--- src/core/dsl_pkg.sv ---
// constants and types shared by the serial converter load device and host
// How it works
// - device has 24-bit shift register, frame-select starts
// - data sampled on falling clock while selected
// - first two frame bits pick power mode
// - last six frame bits are ignored
// - eighteenth falling edge executes the update
// - host may release select after eighteenth bit
// - select high at least 20 ns between frames
// - normal write keeps select low 24 edges
// - early select rise aborts and clears shifter
// - aborted write keeps code and mode
// - reset loads zero code until valid write
// - mode 00 normal, 01 1k, 10 100k, 11 open
// - power-down shuts amplifier, selects termination
// - power-down never alters stored code
// - leaving power-down needs 50 us recovery
// - data sent most significant bit first
// - byte hosts keep select low between bytes
// - code is straight unsigned binary
package dsl_pkg;
  localparam int FRAME_BITS   = 24;
  localparam int MODE_BITS    = 2;
  localparam int CODE_BITS    = 16;
  localparam int EXEC_EDGE    = MODE_BITS + CODE_BITS;
  localparam int CNT_W        = 5;
  localparam logic [CNT_W-1:0] CNT_ZERO = 5'h00;
  localparam logic [CNT_W-1:0] CNT_ONE  = 5'h01;
  localparam logic [CNT_W-1:0] CNT_EXEC = 5'h12;
  localparam logic [CNT_W-1:0] CNT_FULL = 5'h18;
  localparam int CLK_NS       = 40;
  localparam int SEL_HIGH_NS  = 20;
  localparam int SEL_HIGH_CYC = (SEL_HIGH_NS + CLK_NS - 1) / CLK_NS;
  localparam int RECOVER_US   = 50;
  localparam int RECOVER_CYC  = (RECOVER_US * 1000) / CLK_NS;
  localparam logic [CODE_BITS-1:0] CODE_RESET = 16'h0000;

  typedef enum logic [1:0] {
    DSL_MODE_NORMAL = 2'b00,
    DSL_MODE_1K     = 2'b01,
    DSL_MODE_100K   = 2'b10,
    DSL_MODE_OPEN   = 2'b11
  } dsl_mode_t;

  localparam dsl_mode_t MODE_RESET = DSL_MODE_NORMAL;
endpackage

--- src/core/dsl_link_if.sv ---
// three-wire serial link between host and converter
interface dsl_link_if;
  logic sync_n;
  logic sclk;
  logic din;
  modport device (input sync_n, input sclk, input din);
  modport host   (output sync_n, output sclk, output din);
endinterface

--- src/core/dsl_device.sv ---
// converter serial front end: shift register, frame control, mode and code registers
module dsl_device
  import dsl_pkg::*;
#(
  parameter int RECOVER_CYCLES = RECOVER_CYC
) (
  // clock and reset
  input  wire logic                 i_clock,
  input  wire logic                 i_arst_n,
  // serial link
  dsl_link_if.device                link,
  // converter side
  output logic [CODE_BITS-1:0]      o_code,
  output dsl_mode_t                 o_mode,
  output logic                      o_amp_on,
  output logic                      o_term_1k,
  output logic                      o_term_100k,
  output logic                      o_settled,
  output logic                      o_update,
  output logic                      o_abort
);
  // synchronisers
  logic [1:0] sync_s_reg;
  logic [1:0] sclk_s_reg;
  logic [1:0] din_s_reg;
  logic       sync_d_reg;
  logic       sclk_d_reg;

  always_ff @(posedge i_clock or negedge i_arst_n) begin
    if (!i_arst_n) begin
      sync_s_reg <= 2'h3;
      sclk_s_reg <= 2'h0;
      din_s_reg  <= 2'h0;
      sync_d_reg <= 1'b1;
      sclk_d_reg <= 1'b0;
    end else begin
      sync_s_reg <= {sync_s_reg[0], link.sync_n};
      sclk_s_reg <= {sclk_s_reg[0], link.sclk};
      din_s_reg  <= {din_s_reg[0], link.din};
      sync_d_reg <= sync_s_reg[1];
      sclk_d_reg <= sclk_s_reg[1];
    end
  end

  logic sync_n;
  logic sclk_fall;
  logic sync_fall;
  logic sync_rise;
  assign sync_n    = sync_s_reg[1];
  assign sclk_fall = sclk_d_reg && !sclk_s_reg[1];
  assign sync_fall = sync_d_reg && !sync_n;
  assign sync_rise = !sync_d_reg && sync_n;

  // field decode of the eighteen meaningful frame bits
  function automatic dsl_mode_t head_mode(input logic [EXEC_EDGE-1:0] head);
    return dsl_mode_t'(head[EXEC_EDGE-1 -: MODE_BITS]);
  endfunction

  function automatic logic [CODE_BITS-1:0] head_code(input logic [EXEC_EDGE-1:0] head);
    return head[CODE_BITS-1:0];
  endfunction

  // a frame closed before this many falls is an abort
  function automatic logic short_frame(input logic [CNT_W-1:0] cnt);
    return cnt < CNT_EXEC;
  endfunction

  // frame shifting and edge counting
  logic [FRAME_BITS-1:0] shift_reg;
  logic [CNT_W-1:0]      count_reg;
  logic                  active_reg;
  logic                  exec;
  logic                  abort_now;
  assign exec      = active_reg && !sync_n && sclk_fall
                     && (count_reg == CNT_EXEC - CNT_ONE);
  assign abort_now = sync_rise && active_reg && short_frame(count_reg);

  // shift register, cleared at frame start and by an aborted frame
  always_ff @(posedge i_clock or negedge i_arst_n) begin
    if (!i_arst_n) begin
      shift_reg <= '0;
    end else if (sync_fall) begin
      shift_reg <= '0;
    end else if (sync_n) begin
      if (active_reg && short_frame(count_reg)) begin
        shift_reg <= '0;
      end
    end else if (active_reg && sclk_fall) begin
      shift_reg <= {shift_reg[FRAME_BITS-2:0], din_s_reg[1]};
    end
  end

  // falling serial clock edges of the open frame, saturating at a full frame
  always_ff @(posedge i_clock or negedge i_arst_n) begin
    if (!i_arst_n) begin
      count_reg <= CNT_ZERO;
    end else if (sync_fall || sync_n) begin
      count_reg <= CNT_ZERO;
    end else if (active_reg && sclk_fall && count_reg != CNT_FULL) begin
      count_reg <= count_reg + CNT_ONE;
    end
  end

  // frame open from select falling until select rises or the last bit
  always_ff @(posedge i_clock or negedge i_arst_n) begin
    if (!i_arst_n) begin
      active_reg <= 1'b0;
    end else if (sync_fall) begin
      active_reg <= 1'b1;
    end else if (sync_n) begin
      active_reg <= 1'b0;
    end else if (sclk_fall && count_reg == CNT_FULL - CNT_ONE) begin
      active_reg <= 1'b0;
    end
  end

  // bit just shifted is the last code bit; later six bits never reach registers
  logic [EXEC_EDGE-1:0] frame_head;
  dsl_mode_t            new_mode;
  assign frame_head = {shift_reg[EXEC_EDGE-2:0], din_s_reg[1]};
  assign new_mode   = head_mode(frame_head);

  // code register: a power-down frame keeps the stored code
  logic [CODE_BITS-1:0] code_reg;
  dsl_mode_t            mode_reg;
  always_ff @(posedge i_clock or negedge i_arst_n) begin
    if (!i_arst_n) begin
      code_reg <= CODE_RESET;
    end else if (exec && new_mode == DSL_MODE_NORMAL) begin
      code_reg <= head_code(frame_head);
    end
  end

  always_ff @(posedge i_clock or negedge i_arst_n) begin
    if (!i_arst_n) begin
      mode_reg <= MODE_RESET;
    end else if (exec) begin
      mode_reg <= new_mode;
    end
  end

  // output stage control, one cycle behind the mode
  logic amp_reg;
  logic t1k_reg;
  logic t100k_reg;
  always_ff @(posedge i_clock or negedge i_arst_n) begin
    if (!i_arst_n) begin
      amp_reg <= 1'b1;
    end else begin
      amp_reg <= (mode_reg == DSL_MODE_NORMAL);
    end
  end

  always_ff @(posedge i_clock or negedge i_arst_n) begin
    if (!i_arst_n) begin
      t1k_reg <= 1'b0;
    end else begin
      t1k_reg <= (mode_reg == DSL_MODE_1K);
    end
  end

  always_ff @(posedge i_clock or negedge i_arst_n) begin
    if (!i_arst_n) begin
      t100k_reg <= 1'b0;
    end else begin
      t100k_reg <= (mode_reg == DSL_MODE_100K);
    end
  end

  // recovery timer after leaving power-down
  localparam int REC_W = $clog2(RECOVER_CYCLES + 1);
  logic [REC_W-1:0] rec_reg;
  always_ff @(posedge i_clock or negedge i_arst_n) begin
    if (!i_arst_n) begin
      rec_reg <= '0;
    end else if (exec && mode_reg != DSL_MODE_NORMAL && new_mode == DSL_MODE_NORMAL) begin
      rec_reg <= REC_W'(RECOVER_CYCLES);
    end else if (rec_reg != '0) begin
      rec_reg <= rec_reg - REC_W'(1);
    end
  end

  // settled rises together with the amplifier unless recovery is still running
  logic settled_reg;
  always_ff @(posedge i_clock or negedge i_arst_n) begin
    if (!i_arst_n) begin
      settled_reg <= 1'b1;
    end else begin
      settled_reg <= (mode_reg == DSL_MODE_NORMAL) && (rec_reg == '0);
    end
  end

  // event pulses
  logic upd_reg;
  logic abt_reg;
  always_ff @(posedge i_clock or negedge i_arst_n) begin
    if (!i_arst_n) begin
      upd_reg <= 1'b0;
    end else begin
      upd_reg <= exec;
    end
  end

  always_ff @(posedge i_clock or negedge i_arst_n) begin
    if (!i_arst_n) begin
      abt_reg <= 1'b0;
    end else begin
      abt_reg <= abort_now;
    end
  end

  assign o_code      = code_reg;
  assign o_mode      = mode_reg;
  assign o_amp_on    = amp_reg;
  assign o_term_1k   = t1k_reg;
  assign o_term_100k = t100k_reg;
  assign o_settled   = settled_reg;
  assign o_update    = upd_reg;
  assign o_abort     = abt_reg;
endmodule

--- src/flat_wrapper.sv ---
// flat-port wrapper written by rule: the top's interface ports become plain ports
module dsl_device_flat import dsl_pkg::*;
#(
  parameter int RECOVER_CYCLES = RECOVER_CYC
)
  (i_clock, i_arst_n, o_code, o_mode, o_amp_on, o_term_1k, o_term_100k, o_settled, o_update, o_abort, link_sync_n, link_sclk, link_din);
  dsl_link_if link_i ();
  input  wire logic i_clock;
  input  wire logic i_arst_n;
  output logic [CODE_BITS-1:0] o_code;
  output dsl_mode_t o_mode;
  output logic o_amp_on;
  output logic o_term_1k;
  output logic o_term_100k;
  output logic o_settled;
  output logic o_update;
  output logic o_abort;
  input wire logic [$bits(link_i.sync_n)-1:0] link_sync_n;
  input wire logic [$bits(link_i.sclk)-1:0] link_sclk;
  input wire logic [$bits(link_i.din)-1:0] link_din;
  assign link_i.sync_n = link_sync_n;
  assign link_i.sclk = link_sclk;
  assign link_i.din = link_din;
  dsl_device #(.RECOVER_CYCLES(RECOVER_CYCLES)) u_core (.i_clock(i_clock), .i_arst_n(i_arst_n), .link(link_i), .o_code(o_code), .o_mode(o_mode), .o_amp_on(o_amp_on), .o_term_1k(o_term_1k), .o_term_100k(o_term_100k), .o_settled(o_settled), .o_update(o_update), .o_abort(o_abort));
endmodule
--- config.mk ---
export PLATFORM = sky130hd
export DESIGN_NAME = dsl_device_flat
export DESIGN_NICKNAME = d
export VERILOG_FILES = /design/src/core/dsl_pkg.sv /design/src/core/dsl_link_if.sv /design/src/core/dsl_device.sv /design/src/flat_wrapper.sv
export SDC_FILE = /design/constraint.sdc
export NUM_CORES = 1
export LEC_CHECK = 0
export ABC_AREA = 1
export ABC_CLOCK_PERIOD_IN_PS = 2800
export BUFFER_PORTS_ARGS = -buffer_cell sky130_fd_sc_hd__buf_2
export CAP_MARGIN = 20
export CORE_MARGIN = 2
export CORE_UTILIZATION = 35
export CTS_BUF_LIST = sky130_fd_sc_hd__clkbuf_2 sky130_fd_sc_hd__clkbuf_4 sky130_fd_sc_hd__clkbuf_8
export CTS_CLUSTER_DIAMETER = 200
export CTS_CLUSTER_SIZE = 28
export DETAILED_ROUTE_END_ITERATION = 7
export HOLD_SLACK_MARGIN = 0.1
export PLACE_DENSITY = 0.54
export SLEW_MARGIN = 20
export SYNTH_ARGS = -nofsm -noshare
export SYNTH_HDL_FRONTEND = slang
export SYNTH_SLANG_ARGS = --single-unit
--- constraint.sdc ---
create_clock -name i_clock -period 2.8 [get_ports i_clock]
set_input_delay 0.42 -clock i_clock [delete_from_list [all_inputs] [get_ports i_clock]]
set_output_delay 0.42 -clock i_clock [all_outputs]
set_load 0.01 [all_outputs]
==> flow_summary.json <==
{
  "maxSlewViolCount": 0,
  "report.final.setup_viol": 0,
  "finalHoldViolations": 0,
  "fraction_of_post_synthesis_cell_area_in_the_top_cell_type_by_area_pct": 53.9,
  "flip_flop_count_of_the_largest_register_after_layout": 17,
  "place_ws_ns": 1.07,
  "leakage_uw": 0.00171,
  "synth_flop_cell": "sky130_fd_sc_hd__dfrtp_1",
  "fin_tns_setup_ns": 0,
  "postSynth.asyncResetShare_pct": 100,
  "syn-mean-instance-area_um2": 9.38,
  "drcViolationCount": 0,
  "core_box_area_mm2": 0.00777,
  "tritoncts": "yes",
  "synth.yosys.warnings": 0,
  "worst_slew_pin_slew_ns": 0.684,
  "numPortBuffers": 28,
  "areaGrowthSynthToFinish_pct": 16.8,
  "critical_path_arrival_ns": 2.00,
  "clkSinkCount": 66,
  "antenna-diode-count": 0,
  "initial_utilization_pct": 36.5,
  "netlist_area_mm2": 0.00283,
  "critical_path_required_ns": 3.07,
  "synth_edf_count": 0,
  "synth-seq-cells": 66,
  "layout.nets": 346,
  "routed-wl-met3_um": 241,
  "die_x_um": 94.0,
  "critical_path_start_type": "register",
  "max-slew-margin-rel_pct": 54.4,
  "vias": 2024,
  "vias_per_cell": 4.56,
  "clock_transition_at_path_regs_ns": 0.07,
  "met2_wirelength_um": 2340,
  "number_of_nets_with_antenna_violations_after_routing": 0,
  "cap_viol_max_count": 0,
  "clock_path_buffers": 2,
  "dieHeight_um": 94.0,
  "syn_nets": 311,
  "finClkSkew_ns": 0.00705,
  "num_rows": 32,
  "finalCritPeriodShare_pct": 61.8,
  "number_of_cts_inserted_buffers": 9,
  "die_area_mm2": 0.00883,
  "detail_route.wl_per_cell_um": 11.7,
  "antenna_violations_before_repair": 0,
  "endpoint_type_of_the_worst_setup_path": "register",
  "post-synth-top-area-cell": "sky130_fd_sc_hd__dfrtp_1",
  "cts.htree.levels": 3,
  "grt_pass1_wl_um": 9050,
  "synth.lib_cells_used.distinct": 26,
  "detailedPlacementHpwl_um": 3590,
  "hold_class": "in -> async",
  "synth_sequential_area_ratio_pct": 58.5,
  "floorplan.io_pins": 29,
  "grt_start_max_net_pins": 39,
  "post_cts_buffers": 0,
  "setup.worst_path.class": "reg -> reg",
  "power_per_cell_area_mw_per_mm2": 585,
  "last_weighted_congestion_value_of_the_routability_driven_placer": 0.832,
  "synth_area_leaders": "sky130_fd_sc_hd__dfrtp_1 54%, sky130_fd_sc_hd__nand2_1 9.7%, sky130_fd_sc_hd__inv_1 5.4%, sky130_fd_sc_hd__dfstp_2 4.6%, sky130_fd_sc_hd__o21ai_2 4.6%",
  "route.top_layer_used": "met4",
  "cts_repair_resized_insts": 0,
  "final.setup.worst_slack_ns": 1.07,
  "cts_hold_buffers": 0,
  "outcome": "completed",
  "detail_route.first_pass.iterations": 4,
  "achievable-frequency_mhz": 577,
  "detail_route.wirelength.met1_um": 2500,
  "crit_path_max_fanout": 31,
  "drive_above_1_share_pct": 22.8,
  "num-fill-cells": 807,
  "rsz0062_at_grt": "no",
  "drt_wl_total_um": 5180,
  "overflow": 0,
  "hold_ws_ns": 0.115,
  "layout_min_cycle_time_ns": 1.73,
  "clk_latency_ns": 0.34,
  "dpl-instance-area_mm2": 0.00308,
  "vdd_ir_drop_max_mv": 0.327,
  "vias_in_the_first_global_route": 1952,
  "post_synth_inst_count": 302,
  "final_area_mm2": 0.00331,
  "drtIter0Drc": 78,
  "root_buffer_master": "sky130_fd_sc_hd__clkbuf_8",
  "globalRouteTotalUtil_pct": 13.4
}
## power by group
part	internal [uW]	switching (uW)	total, uW
logic	10.3	37.1	47.4
registers	964	7.01	971
clock network	560	358	918
## critical path, cell delays in order, from the launching register on
cell,delay (ns)
sky130_fd_sc_hd__dfstp_2,0.60
sky130_fd_sc_hd__inv_2,0.06
sky130_fd_sc_hd__nand2_2,0.09
sky130_fd_sc_hd__nor2_4,0.06
sky130_fd_sc_hd__nand2_4,0.10
sky130_fd_sc_hd__nor2_4,0.05
sky130_fd_sc_hd__inv_2,0.46
sky130_fd_sc_hd__nand2_1,0.14
sky130_fd_sc_hd__o21ai_2,0.09
## area by class of cell
class	count	area [um2]	area share (%)
Sequential cell	66	1660	50.1
Multi-Input combinational cell	187	967	29.2
Inverter	44	165	4.99
Timing Repair Buffer	29	160	4.84
Clock buffer	12	159	4.80
Tap cell	102	128	3.85
Clock inverter	4	73.8	2.23
## path summary, 6_finish.rpt
path | start | to | slack (ns) | cells after the start
worst max register to register | u_core.sync_s_reg[1] | u_core.o_code[4] | 1.07 | 8
min in group i_clock | link_sync_n | u_core.sync_s_reg[0] | 0.17 | 1
worst min-delay path | i_arst_n | u_core.o_term_100k | 0.11 | 1
worst max-delay path | u_core.sync_s_reg[1] | u_core.o_code[4] | 1.07 | 8
max in group asynchronous | i_arst_n | u_core.sync_d_reg | 1.99 | 2
worst min register to register | u_core.din_s_reg[0] | u_core.din_s_reg[1] | 0.35 | 0
## kinds of logic after synthesis
group                    count (synthesis)  synth area share [%]
flip-flops                              66                  58.5
AND/OR/NAND/NOR                        137                  21.9
adder cells (fa/ha/maj)                  4                  1.77
AO/OA/AOI/OAI                           44                  9.89
buffers and inverters                   49                  7.37
XOR/XNOR                                 2                 0.618
## layout by cell type (no fill, tap or decap), types with 2 or more instances in the layout
master,instances
sky130_fd_sc_hd__nand2_1,73
sky130_fd_sc_hd__dfrtp_1,61
sky130_fd_sc_hd__inv_1,41
sky130_fd_sc_hd__buf_2,28
sky130_fd_sc_hd__nor2_1,27
sky130_fd_sc_hd__o21ai_0,22
sky130_fd_sc_hd__nand3_1,19
sky130_fd_sc_hd__o21ai_2,15
sky130_fd_sc_hd__clkbuf_8,11
sky130_fd_sc_hd__dfstp_2,5
sky130_fd_sc_hd__nand4_1,4
sky130_fd_sc_hd__ha_1,4
sky130_fd_sc_hd__inv_2,3
sky130_fd_sc_hd__nor2_4,3
sky130_fd_sc_hd__a21oi_1,3
sky130_fd_sc_hd__o21ai_1,3
sky130_fd_sc_hd__nor3_1,2
sky130_fd_sc_hd__nand3_2,2
sky130_fd_sc_hd__xor2_1,2
sky130_fd_sc_hd__or2_2,2
sky130_fd_sc_hd__bufinv_16,2
## per-layer routing
| metal | global-route usage (%) | up-vias |
|---|---|---|
| li1 | - | 1024 |
| met1 | 16.8 | 954 |
| met2 | 20.8 | 36 |
| met3 | 4.74 | 10 |
| met5 | 0 | - |
| met4 | 6.16 | 0 |
## per-stage QoR
stage	total power (uW)	util (%)	cells
6_report	1940	42.6	444
4_1_cts	1970	42.6	444
5_1_grt	2020	42.6	444
2_1_floorplan	1010	-	302
3_5_place_dp	1040	39.6	428
3_3_place_gp	1040	39.6	428
## synth_stat cells, types with 3 or more instances
| master | count |
|---|---|
| sky130_fd_sc_hd__nand2_1 | 73 |
| sky130_fd_sc_hd__a21oi_1 | 3 |
| sky130_fd_sc_hd__nand4_1 | 4 |
| sky130_fd_sc_hd__o21ai_2 | 15 |
| sky130_fd_sc_hd__nand3_1 | 19 |
| sky130_fd_sc_hd__nor2_4 | 3 |
| sky130_fd_sc_hd__buf_6 | 3 |
| sky130_fd_sc_hd__dfstp_2 | 5 |
| sky130_fd_sc_hd__dfrtp_1 | 61 |
| sky130_fd_sc_hd__inv_1 | 41 |
| sky130_fd_sc_hd__nor2_1 | 27 |
| sky130_fd_sc_hd__inv_2 | 3 |
| sky130_fd_sc_hd__o21ai_1 | 3 |
| sky130_fd_sc_hd__o21ai_0 | 22 |
| sky130_fd_sc_hd__ha_1 | 4 |
Power figures use the tool's default switching activity.
